File: src/shared/chgadc_pkg.sv
/*
 * Constants and types of the charger monitoring converter control block.
 * Assumes byte-wide registers at byte offsets on a plain strobe port.
 */
package chgadc_pkg;

    // ------------------------------------------------------------------
    // Register offsets
    // ------------------------------------------------------------------
    localparam logic [7:0] OFF_CTRL    = 8'h2E;
    localparam logic [7:0] OFF_DIS0    = 8'h2F;
    localparam logic [7:0] OFF_DIS1    = 8'h30;
    localparam logic [7:0] OFF_ICUR_HI = 8'h31;
    localparam logic [7:0] OFF_ICUR_LO = 8'h32;
    localparam logic [7:0] OFF_BCUR_HI = 8'h33;
    localparam logic [7:0] OFF_BCUR_LO = 8'h34;

    // ------------------------------------------------------------------
    // Reset values and writable masks
    // ------------------------------------------------------------------
    localparam logic [7:0]  RST_CTRL   = 8'h30;
    localparam logic [7:0]  RST_DIS    = 8'h00;
    localparam logic [15:0] RST_RESULT = 16'h0000;
    localparam logic [7:0]  MASK_CTRL  = 8'hFC;
    localparam logic [7:0]  MASK_DIS0  = 8'hFE;
    localparam logic [7:0]  MASK_DIS1  = 8'hF0;

    // ------------------------------------------------------------------
    // Control field positions
    // ------------------------------------------------------------------
    localparam int unsigned BIT_EN      = 7;
    localparam int unsigned BIT_ONESHOT = 6;
    localparam int unsigned RES_HI      = 5;
    localparam int unsigned RES_LO      = 4;
    localparam int unsigned BIT_AVG     = 3;
    localparam int unsigned BIT_SEED    = 2;

    // ------------------------------------------------------------------
    // Channel numbering, in conversion order
    // ------------------------------------------------------------------
    localparam int unsigned NUM_CH  = 11;
    localparam logic [3:0]  CH_ICUR = 4'h0;
    localparam logic [3:0]  CH_BCUR = 4'h1;

    typedef enum logic [1:0] {
        ST_IDLE = 2'b00,
        ST_PICK = 2'b01,
        ST_WAIT = 2'b10
    } chgadc_state_type;

endpackage

File: src/shared/chgadc_avg_if.sv
/*
 * Carries one sample, the stored value and the averaging controls to the
 * averaging unit and the new result back to the control core.
 */
interface chgadc_avg_if;
    logic [15:0] sample;
    logic [15:0] prev;
    logic        avg_on;
    logic        fresh_start;
    logic        no_avg;
    logic [15:0] result;

    modport core (output sample, output prev, output avg_on, output fresh_start,
                  output no_avg, input result);
    modport avg  (input sample, input prev, input avg_on, input fresh_start,
                  input no_avg, output result);
endinterface

File: src/hw/chgadc_top.sv
/*
 * Monitoring converter control and result registers of a battery charger.
 * Assumes a converter that takes a one-cycle start with channel and
 * resolution and later answers with a one-cycle done and signed data.
 */
// Function
// - Convert only while converter-on bit set
// - Bit 6: continuous when zero, one-shot when one
// - Bits 5-4 select 15 to 12 bit resolution
// - Bit 3 running average, not for discharge
// - Bit 2 seeds average: old value or fresh
// - Control register resets to 30h
// - First disable register excludes seven channels
// - Second disable register excludes four channels
// - Input current: 16-bit signed, resets zero
// - Input current sign follows flow direction
// - Battery current register at 33h, resets zero
// - Battery current signed, negative when discharging
module chgadc_top (
    input  wire logic        mclk,
    input  wire logic        rst,
    input  wire logic [7:0]  reg_addr,
    input  wire logic [7:0]  reg_wdata,
    input  wire logic        reg_wr,
    input  wire logic        reg_rd,
    output logic      [7:0]  reg_rdata,
    input  wire logic        reg_reset_req,
    input  wire logic        wdog_expire,
    output logic             conv_start,
    output logic      [3:0]  conv_channel,
    output logic      [1:0]  conv_resolution,
    input  wire logic        conv_done,
    input  wire logic [15:0] conv_data
);

    // ------------------------------------------------------------------
    // Registers
    // ------------------------------------------------------------------
    logic [7:0]  ctrl_r, ctrl_nxt;
    logic [7:0]  dis0_r, dis0_nxt;
    logic [7:0]  dis1_r, dis1_nxt;
    logic [15:0] icur_r, icur_nxt;
    logic [15:0] bcur_r, bcur_nxt;
    logic [1:0]  live_r, live_nxt;
    logic [7:0]  rdata_r, rdata_nxt;
    logic        start_r, start_nxt;
    logic [3:0]  chan_r, chan_nxt;
    logic [3:0]  scan_r, scan_nxt;
    logic [1:0]  res_r, res_nxt;
    chgadc_pkg::chgadc_state_type state_r, state_nxt;

    logic [10:0] off_vec;
    logic        found;
    logic [3:0]  found_idx;
    logic        pass_end;
    logic        ctrl_wr;
    logic        icur_we;
    logic        bcur_we;
    logic        is_bcur;

    chgadc_avg_if avg_bus ();

    chgadc_avg u_avg (
        .av (avg_bus.avg)
    );

    // ------------------------------------------------------------------
    // Channel disable vector and next-channel search
    // ------------------------------------------------------------------
    assign off_vec = {dis1_r[4], dis1_r[5], dis1_r[6], dis1_r[7],
                      dis0_r[1], dis0_r[2], dis0_r[3], dis0_r[4],
                      dis0_r[5], dis0_r[6], dis0_r[7]};

    always_comb begin
        found     = 1'b0;
        found_idx = 4'h0;
        for (int i = chgadc_pkg::NUM_CH - 1; i >= 0; i--) begin
            if (!off_vec[i] && (4'(i) >= scan_r)) begin
                found     = 1'b1;
                found_idx = 4'(i);
            end
        end
    end

    // ------------------------------------------------------------------
    // Conversion sequencer
    // ------------------------------------------------------------------
    always_comb begin
        state_nxt = state_r;
        scan_nxt  = scan_r;
        chan_nxt  = chan_r;
        start_nxt = 1'b0;
        res_nxt   = res_r;
        pass_end  = 1'b0;
        icur_we   = 1'b0;
        bcur_we   = 1'b0;
        case (state_r)
            chgadc_pkg::ST_IDLE: begin
                scan_nxt = 4'h0;
                if (ctrl_r[chgadc_pkg::BIT_EN]) begin
                    state_nxt = chgadc_pkg::ST_PICK;
                end
            end
            chgadc_pkg::ST_PICK: begin
                if (!ctrl_r[chgadc_pkg::BIT_EN]) begin
                    state_nxt = chgadc_pkg::ST_IDLE;
                end else if (found) begin
                    start_nxt = 1'b1;
                    chan_nxt  = found_idx;
                    res_nxt   = ctrl_r[chgadc_pkg::RES_HI:chgadc_pkg::RES_LO];
                    state_nxt = chgadc_pkg::ST_WAIT;
                end else begin
                    pass_end = 1'b1;
                    scan_nxt = 4'h0;
                    if (ctrl_r[chgadc_pkg::BIT_ONESHOT]) begin
                        state_nxt = chgadc_pkg::ST_IDLE;
                    end
                end
            end
            chgadc_pkg::ST_WAIT: begin
                if (conv_done) begin
                    icur_we   = (chan_r == chgadc_pkg::CH_ICUR);
                    bcur_we   = (chan_r == chgadc_pkg::CH_BCUR);
                    scan_nxt  = chan_r + 4'h1;
                    state_nxt = chgadc_pkg::ST_PICK;
                end
            end
            default: begin
                state_nxt = chgadc_pkg::ST_IDLE;
            end
        endcase
        if (reg_reset_req) begin
            state_nxt = chgadc_pkg::ST_IDLE;
            start_nxt = 1'b0;
        end
    end

    always_ff @(posedge mclk) begin
        if (rst) begin
            state_r <= chgadc_pkg::ST_IDLE;
            scan_r  <= 4'h0;
            chan_r  <= 4'h0;
            start_r <= 1'b0;
            res_r   <= chgadc_pkg::RST_CTRL[chgadc_pkg::RES_HI:chgadc_pkg::RES_LO];
        end else begin
            state_r <= state_nxt;
            scan_r  <= scan_nxt;
            chan_r  <= chan_nxt;
            start_r <= start_nxt;
            res_r   <= res_nxt;
        end
    end

    assign conv_start      = start_r;
    assign conv_channel    = chan_r;
    assign conv_resolution = res_r;

    // ------------------------------------------------------------------
    // Averaging and result registers
    // ------------------------------------------------------------------
    assign is_bcur = (chan_r == chgadc_pkg::CH_BCUR);

    always_comb begin
        avg_bus.sample      = conv_data;
        avg_bus.prev        = is_bcur ? bcur_r : icur_r;
        avg_bus.avg_on      = ctrl_r[chgadc_pkg::BIT_AVG];
        avg_bus.fresh_start = ctrl_r[chgadc_pkg::BIT_SEED] && !live_r[is_bcur];
        avg_bus.no_avg      = is_bcur && conv_data[15];
    end

    always_comb begin
        icur_nxt = icur_r;
        bcur_nxt = bcur_r;
        live_nxt = live_r;
        if (icur_we) begin
            icur_nxt    = avg_bus.result;
            live_nxt[0] = 1'b1;
        end
        if (bcur_we) begin
            bcur_nxt    = avg_bus.result;
            live_nxt[1] = 1'b1;
        end
        if (!ctrl_r[chgadc_pkg::BIT_AVG] || !ctrl_r[chgadc_pkg::BIT_EN]) begin
            live_nxt = 2'h0;
        end
        if (reg_reset_req) begin
            icur_nxt = chgadc_pkg::RST_RESULT;
            bcur_nxt = chgadc_pkg::RST_RESULT;
            live_nxt = 2'h0;
        end
    end

    always_ff @(posedge mclk) begin
        if (rst) begin
            icur_r <= chgadc_pkg::RST_RESULT;
            bcur_r <= chgadc_pkg::RST_RESULT;
            live_r <= 2'h0;
        end else begin
            icur_r <= icur_nxt;
            bcur_r <= bcur_nxt;
            live_r <= live_nxt;
        end
    end

    // ------------------------------------------------------------------
    // Register port
    // ------------------------------------------------------------------
    assign ctrl_wr = reg_wr && (reg_addr == chgadc_pkg::OFF_CTRL);

    always_comb begin
        ctrl_nxt = ctrl_r;
        dis0_nxt = dis0_r;
        dis1_nxt = dis1_r;
        if (pass_end && ctrl_r[chgadc_pkg::BIT_ONESHOT]) begin
            ctrl_nxt[chgadc_pkg::BIT_EN] = 1'b0;
        end
        if (wdog_expire) begin
            ctrl_nxt[chgadc_pkg::BIT_EN] = 1'b0;
        end
        if (ctrl_wr) begin
            ctrl_nxt = reg_wdata & chgadc_pkg::MASK_CTRL;
        end else if (reg_wr && (reg_addr == chgadc_pkg::OFF_DIS0)) begin
            dis0_nxt = reg_wdata & chgadc_pkg::MASK_DIS0;
        end else if (reg_wr && (reg_addr == chgadc_pkg::OFF_DIS1)) begin
            dis1_nxt = reg_wdata & chgadc_pkg::MASK_DIS1;
        end
        if (reg_reset_req) begin
            ctrl_nxt = chgadc_pkg::RST_CTRL;
            dis0_nxt = chgadc_pkg::RST_DIS;
            dis1_nxt = chgadc_pkg::RST_DIS;
        end
    end

    always_comb begin
        rdata_nxt = 8'h00;
        if (!reg_rd) begin
            rdata_nxt = 8'h00;
        end else if (reg_addr == chgadc_pkg::OFF_CTRL) begin
            rdata_nxt = ctrl_r;
        end else if (reg_addr == chgadc_pkg::OFF_DIS0) begin
            rdata_nxt = dis0_r;
        end else if (reg_addr == chgadc_pkg::OFF_DIS1) begin
            rdata_nxt = dis1_r;
        end else if (reg_addr == chgadc_pkg::OFF_ICUR_HI) begin
            rdata_nxt = icur_r[15:8];
        end else if (reg_addr == chgadc_pkg::OFF_ICUR_LO) begin
            rdata_nxt = icur_r[7:0];
        end else if (reg_addr == chgadc_pkg::OFF_BCUR_HI) begin
            rdata_nxt = bcur_r[15:8];
        end else if (reg_addr == chgadc_pkg::OFF_BCUR_LO) begin
            rdata_nxt = bcur_r[7:0];
        end
    end

    always_ff @(posedge mclk) begin
        if (rst) begin
            ctrl_r  <= chgadc_pkg::RST_CTRL;
            dis0_r  <= chgadc_pkg::RST_DIS;
            dis1_r  <= chgadc_pkg::RST_DIS;
            rdata_r <= 8'h00;
        end else begin
            ctrl_r  <= ctrl_nxt;
            dis0_r  <= dis0_nxt;
            dis1_r  <= dis1_nxt;
            rdata_r <= rdata_nxt;
        end
    end

    assign reg_rdata = rdata_r;
endmodule

File: src/hw/chgadc_avg.sv
/*
 * Running-average unit for signed current readings.
 * Assumes the caller registers the result; this unit is combinational.
 */
module chgadc_avg (
    chgadc_avg_if.avg av
);

    // ------------------------------------------------------------------
    // Average of stored value and new sample, sign kept
    // ------------------------------------------------------------------
    logic [16:0] sum;

    always_comb begin
        sum = {av.prev[15], av.prev} + {av.sample[15], av.sample};
        if (!av.avg_on || av.fresh_start || av.no_avg) begin
            av.result = av.sample;
        end else begin
            av.result = sum[16:1];
        end
    end

endmodule

File: config.mk
export PLATFORM = sky130hd
export DESIGN_NAME = chgadc_top
export DESIGN_NICKNAME = d
export VERILOG_FILES = /design/src/shared/chgadc_pkg.sv /design/src/shared/chgadc_avg_if.sv /design/src/hw/chgadc_top.sv /design/src/hw/chgadc_avg.sv
export SDC_FILE = /design/constraint.sdc
export NUM_CORES = 1
export LEC_CHECK = 0
export BUFFER_PORTS_ARGS = -buffer_cell sky130_fd_sc_hd__buf_4
export CAP_MARGIN = 20
export CORE_AREA = 4 4 106 108
export CTS_CLUSTER_DIAMETER = 100
export DETAILED_ROUTE_END_ITERATION = 16
export DIE_AREA = 0 0 110 112
export GPL_ROUTABILITY_DRIVEN = 0
export PLACE_DENSITY = 0.74
export SLEW_MARGIN = 25
export SYNTH_ARGS = -nofsm -noshare
export SYNTH_HDL_FRONTEND = slang
export SYNTH_SLANG_ARGS = --single-unit
export TNS_END_PERCENT = 1
File: constraint.sdc
create_clock -name mclk -period 8 [get_ports mclk]
set_input_delay 0.8 -clock mclk [delete_from_list [all_inputs] [get_ports mclk]]
set_output_delay 0.8 -clock mclk [all_outputs]
set_load 0.02 [all_outputs]
Yosys cells after proc, flatten, opt, wreduce, memory -nomap -nowiden
Cells that the tools add are included.
{"block": "word_totals", "ff_bits": 72, "latch_bits": 0, "ramBits": 0, "rom_bits": 0, "memories": 0}
{"block": "op_classes", "n_addsub": 2, "mul": 0, "n_div": 0, "order_cmp": 12, "eq_ne": 15, "shifts": 0, "mux": 54, "n_bitwise": 5, "n_reduce_logical": 49}
{"operator": "$mux W8", "count": 8}
{"operator": "$eq A8 B6 Y1 const B", "count": 7}
{"operator": "$mux W4", "count": 14}
{"operator": "$mux W16", "count": 2}
{"operator": "$mux W1", "count": 23}
{"operator": "$add A16 B16 Y17", "count": 1}
{"operator": "$logic_and A1 B1 Y1", "count": 17}
{"operator": "$ge A3 B4 Y1 const A", "count": 4}
{"operator": "$logic_not A1 Y1", "count": 14}
{"operator": "$ge A4 B4 Y1 const A", "count": 3}
{"operator": "$pmux W4 S3", "count": 1}
{"operator": "$mux W2", "count": 5}
{"operator": "$reduce_and A3 Y1", "count": 3}
{"operator": "$ge A1 B4 Y1 const A", "count": 2}
{"operator": "$ge A2 B4 Y1 const A", "count": 2}
{"operator": "$ne A2 B2 Y1 const B", "count": 4}
{"operator": "$pmux W2 S3", "count": 1}
{"operator": "$reduce_bool A3 Y1", "count": 2}
{"operator": "$reduce_or A3 Y1", "count": 2}
{"operator": "$not A1 Y1", "count": 5}
{"operator": "$reduce_or A5 Y1", "count": 1}
{"operator": "$add A4 B1 Y4 const B", "count": 1}
{"operator": "$eq A4 B1 Y1 const B", "count": 1}
{"operator": "$logic_not A4 Y1", "count": 1}
{"operator": "10 further kinds", "count": 13}

Logic depth before layout (Yosys ltp)
Gate-level depths: netlist of the first run.
{"block": "depth", "ltp_word": 20, "mapped_depth": 15, "ltp_nobuf": 13}

Modules after synthesis
A second synthesis of the first run with hierarchy kept.
{"block": "hier_totals", "hier_cells": 584, "area_unflattened_um2": 4648.2}
{"mod": "chgadc_top", "instances": 1, "cells_per_inst": 442, "area_each_um2": 3644.7, "seq_area_each_um2": 1441.4}
{"mod": "chgadc_avg", "instances": 1, "cells_per_inst": 142, "area_each_um2": 1003.5, "seq_area_each_um2": 0.0}

Worst setup path before layout of the first run
No wires, ideal clock.
{"block": "synth_timing", "path_kind": "reg-to-reg", "from": "register chan_r[0], in the netlist conv_channel[0]", "to": "register bcur_r[13]", "setup_time_ps": 86, "arrival_time_ps": 3624, "slack_ps": 4290, "path_stages_with_launch": 14, "path_cell_list": "dfxtp_1 -> ha_1 -> nor3b_4 -> buf_2 -> buf_1 -> mux2_2 -> ha_1 -> a21oi_1 -> o21ai_0 -> a221oi_1 -> o21ai_1 -> o21bai_1 -> mux2_2 -> a211oi_1"}
{"block": "synth_between", "elab_chain_cells": 8, "elab_cells_between_ends": 13}
{"element": "from (decl)", "line": "chgadc_top.sv:47", "rtl": "logic [3:0] chan_r, chan_nxt;"}
{"element": "from (signal assigned)", "line": "chgadc_top.sv:148", "rtl": "chan_r <= chan_nxt;"}
{"element": "$eq A4 B1 Y1 (*)", "line": "chgadc_top.sv:123, chgadc_top.sv:161"}
{"element": "parallel branches: the longest is 7 deep, another holds $add A16 B16 Y17"}
{"element": "to (signal assigned)", "line": "chgadc_top.sv:196", "rtl": "bcur_r <= chgadc_pkg::RST_RESULT;"}
{"element": "to (signal assigned)", "line": "chgadc_top.sv:200", "rtl": "bcur_r <= bcur_nxt;"}
{"element": "to (decl)", "line": "chgadc_top.sv:43", "rtl": "logic [15:0] bcur_r, bcur_nxt;"}
Every way passes the cells marked *. The select of a mux whose other input is x is not followed.
A chain may end at the register's enable or synchronous reset.

Final worst setup path of the first run
Same ends and word-level chain as after synthesis.

==> results by group, run 1 <==
Outcome
  • Status: completed

Clock tree
  • Post_cts resized: 0
  • CTS Root Cell: clkbuf_8
  • CTS tree: yes
  • CTS buffer count: 9
  • Worst skew pair latency: approximately 0.35 ns
  • Max clock buf depth: 2
  • Post-CTS Repair Setup Buffers: 0
  • Num Clock Sinks: 72
  • # hold bufs at CTS: 0
  • Clk slew on worst S/H paths: around 0.07 ns
  • H-tree Lvls: 3

Critical path
  • Critical Path Start Type: register
  • CP cell instances: ha_1 > nor3b_4 > buf_4 > mux2_2 > fa_1 > a211oi_1 > nor2_1 > a221oi_1 > o21ai_1 > o21bai_1 > mux2_2 > a211oi_1
  • Slowest Stage Delay on Critical Path: 0.49 ns
  • Crit path max fanout: 24
  • Crit path kind: reg -> reg
  • CP arrival: around 4.3 ns
  • Worst path slowest cell: a221oi_1
  • Crit end category: register
  • Worst Path Required: around 8.3 ns

Synthesis
  • Synth top area share: 0.3143
  • Synthesis-stage register bit count: 72
  • Ranking of synthesized cells by area: dfxtp_1, mux2i_1, a21oi_1, ha_1, mux2_2
  • Mean Syn Cell Area: approximately 8.1 sq um
  • Number of flops mapped to enable cells by yosys: 0
  • Yosys top cell by area: dfxtp_1
  • Synth cell types: 65
  • Yosys warns: 0
  • Mapped cell area: about 4600 sq um
  • Ys async rst share: 0
  • Synthesized instance count: between 500 and 600
  • Syn Nets: ~630
  • Sequential-to-total area share from yosys stat: 0.3143
  • Top FF cell, synth: dfxtp_1

Min path
  • Worst Hold Class: reg -> reg

STA
  • Final TNS setup: 0 ns
  • Final Hold Viols: 0
  • Final Max Tran Viols: 0
  • Final hold slack: approximately 0.48 ns
  • Unrepaired setup endpoints after global routing: no
  • Final setup viols: 0
  • Final min period: around 4 ns
  • Worst Skew: 0.01224 ns
  • Slew HR: 0.4506
  • Worst-margin pin slew: 0.8241 ns
  • Fmax: roughly 0.25 GHz
  • Final period utilization: 0.4984

Placement
  • Final HPWL DP: 9820 microns
  • Port Buffers: 52
  • Placed cell area: ~5000 sq um

Cells and area
  • Multi-input logic area: 2977 sq um
  • NumNets Final: between 600 and 700
  • Final Cell Area: approximately 5200 sq um
  • Area Overhead vs Synth: 14.35%
  • Register area: about 1400 sq um
  • Diode count: 0
  • Share of layout cells above drive strength 1: 0.1650
  • Number of fill cells in the layout: 977

Routing
  • First-pass iteration count of the detailed router: 6
  • Iter 0 DRT Violations: 419
  • Via Count: 4483
  • Detailed-route DRC error count: 0
  • Via density: ~6
  • Routed wire length: ~13000 microns
  • WL/cell: ~18 microns
  • Routed Antenna Nets: 0

Floorplan
  • Die height: roughly 110 microns
  • Boundary pin count: 54
  • Horiz. Die Dim: 110 microns
  • Initial cell density of the core: 0.4482
  • Die area: roughly 12000 sq um
  • Core Area: around 10000 sq um
  • Row cnt: 37

Global routing
  • Largest net degree at the start of global routing: 33
  • Gr usage total: 0.2142
  • Antenna violations before repair: 0
  • Grt ovf: 0
  • Vias in the first global route: around 4300
  • First-pass GRT wire length: between 20000 and 25000 microns

Pwr
  • Peak VDD IR: 0.07599 mV
  • Pleak: around 2.0 nW
  • Pwr dens: between 100 and 150 nW/um^2

Run
  • Max cap viols: 0
[layout by cell type, fill, tap and decap left out, types with 9 or more instances in the layout]
master	count
dfxtp_1	72
nor2_1	59
nand2_1	56
buf_4	54
a21oi_1	51
o21ai_0	40
mux2i_1	27
mux2_2	20
nand3_1	18
ha_1	18
inv_1	13
a211oi_1	11
nor3_1	10
a31oi_1	10
nor2b_1	9
clkbuf_8	9
[path summary, 6_finish.rpt]
check,from,to,cells after the start,slack [ns]
worst max register to register,conv_channel[0],bcur_r[13],12,4.01
worst min register to register,bcur_r[1],bcur_r[1],2,0.48
worst min-delay path,bcur_r[1],bcur_r[1],2,0.48
worst max-delay path,conv_channel[0],bcur_r[13],12,4.01
[final cells by class]
type,instances,share of cell area
multi-input combinational,452,0.5676
inverter,13,0.009306
clock buffer,11,0.02505
tap,136,0.03245
timing repair buffer,54,0.07731
sequential,72,0.2749
clock inverter,4,0.01336
[stage by stage]
step / utilization / setup WS (ns) / std cells / power (mW)
after global placement: 0.4921 / 4.172 / 727 / 0.4235
final: 0.5125 / 4.013 / 742 / 0.7262
after CTS: 0.5118 / 4.035 / 742 / 0.7266
after detailed placement: 0.4921 / 4.064 / 727 / 0.4249
after floorplan: - / 4.290 / 568 / 0.3983
after global routing: 0.5125 / 3.753 / 742 / 0.7458
[where the power goes]
| group | switching [mW] | internal [mW] |
|---|---|---|
| sequential | 0.000103 | 0.358 |
| clock | 0.135 | 0.173 |
| combinational | 0.0338 | 0.0254 |
[registers in the layout (all words and copies together), names as in the netlist]
signal	count
reg_rdata	8
bcur_r	16
live_r	2
dis1_r	4
state_r	2
conv_start	1
conv_resolution	2
conv_channel	4
ctrl_r	6
dis0_r	7
scan_r	4
icur_r	16
[cell families (layout without fill, tap and decap cells)]
logic type,count (synthesis),after routing,synth area share
mux,47,47,0.1081
fa+ha+maj,19,19,0.05348
simple gates,185,185,0.1910
compound gates,188,188,0.2701
flops,72,72,0.3143
buf+inv,44,82,0.03820
xor+xnor,13,13,0.02483
[layer usage]
layer,share of wire,up-vias,routed length (microns),GRT usage
met1,0.45,2151,5915,0.2845
met2,0.47,150,6169,0.3479
met4,0.019,0,242,0.07648
li1,-,2161,-,-
met5,0,-,0,0
met3,0.056,21,731,0.03420
[worst max-delay path, delay by kind of cell, from the launching register on]
kind                     cells  cell delay (ns)
AO/OA/AOI/OAI                5             1.40
adder cells (fa/ha/maj)      2             0.65
buffers and inverters        1             0.33
AND/OR/NAND/NOR              2             0.29
multiplexers                 2             0.77
flip-flops                   1             0.46
[synth_stat cells, types with 4 or more instances]
cell type	number
dfxtp_1	72
xor2_1	7
a31oi_1	10
a21oi_1	51
nor2b_1	9
and3_1	5
a21o_1	4
nor2_1	59
a21boi_0	5
nor3_1	10
clkbuf_1	22
mux2i_1	27
xnor2_1	6
o31ai_1	6
a221oi_1	7
o21ai_0	40
inv_1	13
o22ai_1	7
nand2b_1	7
nand3_1	18
ha_1	18
buf_2	8
o21a_1	6
o211ai_1	4
mux2_2	20
nand2_1	56
a211oi_1	11
(Power assumes the default switching activity.)
==> inputs of run 2 (changes only) <==
==> constraint.sdc (replaced) <==
create_clock -name mclk -period 3.79 [get_ports mclk]
set_input_delay 0.379 -clock mclk [delete_from_list [all_inputs] [get_ports mclk]]
set_output_delay 0.379 -clock mclk [all_outputs]
set_load 0.02 [all_outputs]
==> results by group, run 2 (same netlist as run 1, synthesis figures left out) <==
Clock tree
  • H-tree Lvls: 3 (unchanged)
  • Num Clock Sinks: 72 (unchanged)
  • Worst skew pair latency: 0.36 ns (about the same)
  • # hold bufs at CTS: 0 (unchanged)
  • CTS buffer count: 9 (unchanged)
  • Clk slew on worst S/H paths: 0.08 ns (about the same)
  • Max clock buf depth: 2 (unchanged)
  • CTS tree: yes
  • CTS Root Cell: clkbuf_8

Critical path
  • Worst path slowest cell: a211oi_1
  • Reg2reg setup slack: 0.24 ns (-3.78 ns)
  • Critical Path Start Type: register
  • Slowest Stage Delay on Critical Path: 0.36 ns (-0.13 ns)
  • CP cell instances: inv_1 > ha_1 > nor3b_4 > buf_4 > buf_4 > mux2_2 > ha_1 > a211oi_1 > nor2_1 > a221oi_2 > o21ai_1 > o21bai_1 > mux2_2 > a211oi_1
  • Cell family with most CP delay: compound AO/OA/AOI/OAI gates
  • Crit path kind: reg -> reg
  • R2R depth: 14 (+2)
  • Crit end category: register
  • Crit path max fanout: 5 (-79%)
  • Worst Path Required: 4.07 ns (-4.20 ns)
  • CP bufs+invs: 3 (+2)
  • CP arrival: 3.83 ns (-0.43 ns)
  • FF-to-FF Start: conv_channel[1]
  • R2r endpoint: bcur_r[13]
  • CP startpoint: conv_channel[1]

Cells and area
  • Share of layout cells above drive strength 1: 0.1768 (+0.01174)
  • Area Overhead vs Synth: 15.93%
  • Most common cell after layout, fill and taps aside: dfxtp_1
  • Final Cell Area: 5316 sq um (+1.4%)
  • Number of fill cells in the layout: 951 (-2.7%)
  • Most frequent cells in the layout: dfxtp_1, nor2_1, buf_4
  • NumNets Final: 664 (+0.61%)
  • Final Util: 0.5196 (+0.007093)
  • Diode count: 0 (unchanged)

Outcome
  • Status: completed

Global routing
  • Vias in the first global route: 4158 (-3.2%)
  • Largest net degree at the start of global routing: 33 (unchanged)
  • Met2 GRT Util: 0.3386 (-0.009304)
  • Gr busiest metal: met2
  • Met3 track demand over resource: 0.02435 (-0.009855)
  • Grt ovf: 0 (unchanged)
  • Antenna violations before repair: 0 (unchanged)
  • Grt met1 use: 0.2760 (-0.008507)
  • First-pass GRT wire length: 20450 microns (-3.3%)
  • Gr usage total: 0.2087 (-0.005525)

Min path
  • Worst Hold Launch: reg_wdata[1]
  • Worst Hold Depth: 3 (+1)
  • Hold EP: dis0_r[1]
  • Worst Hold Class: in -> reg

STA
  • Final min period: 3.555 ns (-0.4326 ns)
  • Final Max Tran Viols: 0 (unchanged)
  • Slew HR: 0.3511 (-0.09951)
  • Final setup viols: 0 (unchanged)
  • Final Hold Viols: 0 (unchanged)
  • Unrepaired setup endpoints after global routing: no
  • Worst-margin pin slew: 0.9698 ns (+0.1457 ns)
  • Fmax: 0.2813 GHz (+12%)
  • Worst Skew: 0.01510 ns (+0.002854 ns)
  • Final period utilization: 0.9379 (+0.4395)
  • Final TNS setup: 0 ns (unchanged)

Run
  • Max cap viols: 0 (unchanged)

Placement
  • Placed cell area: 5070 sq um (+0.70%)
  • Port Buffers: 52 (unchanged)
  • Final HPWL DP: 9909 microns (+0.90%)

Pwr
  • Peak VDD IR: 0.1502 mV (+98%)
  • Pleak: 2.066 nW (+1.8%)
  • Pwr dens: 293.9 nW/um^2 (+110%)

Routing
  • Routed wire length: 13010 microns (-0.40%)
  • First-pass iteration count of the detailed router: 5 (-1)
  • Detailed-route DRC error count: 0 (unchanged)
  • Iter 0 DRT Violations: 378 (-9.8%)
  • Via Count: 4492 (+0.20%)
  • WL/cell: 17.41 microns (-1.1%)
  • Via density: 6.013 (-0.47%)
  • Routed Antenna Nets: 0 (unchanged)

Floorplan
  • Core Area: 10230 sq um (unchanged)
  • Initial cell density of the core: 0.4482 (unchanged)
  • Horiz. Die Dim: 110 microns (unchanged)
  • Row cnt: 37 (unchanged)
  • Die height: 112 microns (unchanged)
  • Boundary pin count: 54 (unchanged)
  • Die area: 12320 sq um (unchanged)
[run 2: worst max path at each step]
stage,to,cells past startpoint,slack [ns]
after floorplan,bcur_r[13],13,0.08
after global placement,bcur_r[13],13,0.17
after detailed placement,bcur_r[13],13,0.09
after CTS,bcur_r[13],13,0.06
after global routing,bcur_r[13],15,0.006
final,bcur_r[13],14,0.24
[run 2: layout make-up]
| cell class | count | area (sq um) | area share |
|---|---|---|---|
| clock inverter | 3 | 46.29 | 0.008708 |
| multi-input combinational | 452 | 2983 | 0.5611 |
| tap | 136 | 170.2 | 0.03201 |
| sequential | 72 | 1441 | 0.2711 |
| clock buffer | 13 | 178.9 | 0.03366 |
| timing repair buffer | 58 | 447.9 | 0.08426 |
| inverter | 13 | 48.80 | 0.009179 |
[run 2: power by group]
group          total [mW]  leakage, nW  switching, mW  internal, mW
sequential          0.756        0.580       0.000198         0.756
combinational       0.124         1.37         0.0705        0.0537
clock               0.682        0.112          0.304         0.378
[run 2: per-stage QoR]
step | std cells | hold slack (ns) | setup slack [ns] | total power, mW
final | 747 | 0.2532 | 0.2354 | 1.563
after global routing | 747 | 0.2588 | 0.006458 | 1.601
after CTS | 746 | 0.2457 | 0.05623 | 1.560
after detailed placement | 730 | 0.4715 | 0.09190 | 0.8961
after global placement | 730 | 0.4699 | 0.1730 | 0.8935
after floorplan | 568 | 0.4463 | 0.08000 | 0.8407
[run 2: repair_timing]
action	CTS	global route
resized for setup	0	1
buffers inserted	0	1
endpoints found under the setup margin	0	4
[run 2: per-layer routing]
metal,vias to the layer above,share of wire
li1,2174,-
met2,187,0.47
met5,-,0
met4,0,0.022
met3,28,0.063
met1,2103,0.45
[run 2: tightest hold or removal path, stage by stage]
cell     delay [ns]
buf_4          0.08
mux2i_1        0.05
nor2_1         0.08
==> inputs of run 3 (changes only) <==
--- a/config.mk
+++ b/config.mk
@@ -7,14 +7,13 @@
 export LEC_CHECK = 0
 export BUFFER_PORTS_ARGS = -buffer_cell sky130_fd_sc_hd__buf_4
 export CAP_MARGIN = 20
-export CORE_AREA = 4 4 106 108
+export CORE_AREA = 4 4 113 115
 export CTS_CLUSTER_DIAMETER = 100
 export DETAILED_ROUTE_END_ITERATION = 16
-export DIE_AREA = 0 0 110 112
+export DIE_AREA = 0 0 117 119
 export GPL_ROUTABILITY_DRIVEN = 0
-export PLACE_DENSITY = 0.74
+export PLACE_DENSITY = 0.67
 export SLEW_MARGIN = 25
 export SYNTH_ARGS = -nofsm -noshare
 export SYNTH_HDL_FRONTEND = slang
 export SYNTH_SLANG_ARGS = --single-unit
-export TNS_END_PERCENT = 1
==> results by group, run 3 (same netlist as run 1, synthesis figures left out) <==
Outcome
  • Status: completed

Floorplan
  • Row cnt: 40 (+8.1%)
  • Die area: 13920 sq um (+13%)
  • Core Area: 11810 sq um (+15%)
  • Horiz. Die Dim: 117 microns (+6.4%)
  • Boundary pin count: 54 (unchanged)
  • Initial cell density of the core: 0.3882 (-0.05997)
  • Die height: 119 microns (+6.3%)

Global routing
  • Grt ovf: 0 (unchanged)
  • Met3 track demand over resource: 0.03506 (+0.01071)
  • Vias in the first global route: 4273 (+2.8%)
  • Largest net degree at the start of global routing: 33 (unchanged)
  • Grt met1 use: 0.2618 (-0.01428)
  • Gr usage total: 0.1936 (-0.01516)
  • Met2 GRT Util: 0.3062 (-0.03240)
  • Gr busiest metal: met2
  • Antenna violations before repair: 0 (unchanged)
  • First-pass GRT wire length: 21640 microns (+5.8%)

Routing
  • First-pass iteration count of the detailed router: 5 (unchanged)
  • Routed Antenna Nets: 0 (unchanged)
  • Via density: 5.941 (-1.2%)
  • Routed wire length: 13510 microns (+3.8%)
  • Detailed-route DRC error count: 0 (unchanged)
  • WL/cell: 17.75 microns (+1.9%)
  • Iter 0 DRT Violations: 406 (+7.4%)
  • Via Count: 4521 (+0.65%)

Cells and area
  • Area Overhead vs Synth: 19.59%
  • Share of layout cells above drive strength 1: 0.1824 (+0.005651)
  • Most frequent cells in the layout: dfxtp_1, buf_4, nor2_1
  • Final Cell Area: 5484 sq um (+3.2%)
  • NumNets Final: 667 (+0.45%)
  • Diode count: 0 (unchanged)
  • Number of fill cells in the layout: 1169 (+23%)
  • Most common cell after layout, fill and taps aside: dfxtp_1
  • Register area: 1441 sq um (unchanged)
  • Multi-input logic area: 2988 sq um (+0.17%)

Clock tree
  • CTS buffer count: 9 (unchanged)
  • H-tree Lvls: 3 (unchanged)
  • Worst skew pair latency: 0.34 ns (-0.02 ns)
  • Num Clock Sinks: 72 (unchanged)
  • CTS tree: yes
  • Clk slew on worst S/H paths: 0.06 ns (-0.02 ns)
  • Max clock buf depth: 2 (unchanged)
  • CTS Root Cell: clkbuf_16

STA
  • Worst-margin pin slew: 0.8305 ns (-0.1393 ns)
  • Fmax: 0.2779 GHz (-1.2%)
  • Final min period: 3.598 ns (+0.04324 ns)
  • Final TNS setup: 0 ns (unchanged)
  • Worst Skew: 0.006440 ns (-0.008657 ns)
  • Unrepaired setup endpoints after global routing: no
  • Final hold slack: 0.2790 ns (+0.02584 ns)
  • Slew HR: 0.4464 (+0.09527)
  • Final Max Tran Viols: 0 (unchanged)
  • Final period utilization: 0.9493 (+0.01141)
  • Final setup viols: 0 (unchanged)
  • Final Hold Viols: 0 (unchanged)

Run
  • Max cap viols: 0 (unchanged)

Critical path
  • CP arrival: 3.85 ns (+0.02 ns)
  • Crit end category: register
  • Crit path max fanout: 12 (+7)
  • Crit path kind: reg -> reg
  • Critical Path Start Type: register
  • Worst Path Required: 4.04 ns (-0.03 ns)

Pwr
  • Pleak: 2.132 nW (+3.2%)
  • Pwr dens: 342.9 nW/um^2 (+17%)
  • Peak VDD IR: 0.2060 mV (+37%)

Min path
  • Worst Hold Class: in -> reg

Placement
  • Final HPWL DP: 10210 microns (+3.0%)
  • Port Buffers: 52 (unchanged)
  • Placed cell area: 5114 sq um (+0.86%)
-- run 3: cell types whose count changed in the layout (fill, tap and decap cells not counted), sizes merged --
cell / delta
clkbuf: -4
bufinv: +2
buf: +3
inv: +1
clkinv: +1
-- run 3: repair_timing --
item | 4_1_cts | 5_1_grt
hold buffers | 0 | 0
buffers inserted | 0 | 0
setup endpoints to repair | 0 | 5
gates resized for setup | 0 | 2
-- run 3: final cells by class --
cell class / instances / area share
multi-input cells: 452 / 0.5448
flip-flops and latches: 72 / 0.2628
repair buffers: 61 / 0.08579
clock buffers: 9 / 0.04107
well taps: 147 / 0.03354
clock inverters: 7 / 0.02304
inverters: 13 / 0.008898
-- run 3: per-layer routing --
layer	share of wire	wire length, microns
met5	0	0
met4	0.025	333
met3	0.060	817
met2	0.47	6318
met1	0.45	6036
-- run 3: critical path, cell delays in order (launching register included) --
cell	delay (ns)
dfxtp_1	0.31
inv_1	0.07
ha_1	0.14
nor3b_4	0.38
buf_12	0.20
mux2i_1	0.19
nor2b_1	0.08
fa_1	0.43
a211oi_1	0.30
nor2_1	0.13
a221oi_2	0.33
o21ai_1	0.19
o21bai_1	0.17
mux2_2	0.35
a211oi_1	0.23
-- run 3: report_power, final --
group | internal, mW | total [mW] | switching, mW | leakage [nW]
registers | 0.757 | 0.757 | 0.000194 | 0.580
clock network | 0.651 | 0.997 | 0.346 | 0.168
logic | 0.0544 | 0.126 | 0.0719 | 1.38
total | 1.46 | 1.88 | 0.418 | 2.13
-- run 3: final timing paths --
| kind | endpoint | startpoint | cells past startpoint | slack, ns |
|---|---|---|---|---|
| min reg2reg | live_r[0] | live_r[0] | 2 | 0.48 |
| min | dis0_r[1] | reg_wdata[1] | 3 | 0.28 |
| max | bcur_r[13] | conv_channel[1] | 14 | 0.19 |
| max reg2reg | bcur_r[13] | conv_channel[1] | 14 | 0.19 |
-- run 3: per-stage QoR --
stage / util / power [mW] / setup WS [ns] / std cells
final: 0.4643 / 1.880 / 0.1921 / 761
after detailed placement: 0.4329 / 0.8986 / 0.1083 / 745
after global placement: 0.4329 / 0.8955 / 0.2174 / 745
after CTS: 0.4627 / 1.894 / 0.08046 / 761
after floorplan: - / 0.8407 / 0.08000 / 568
after global routing: 0.4643 / 1.940 / 0.006383 / 761
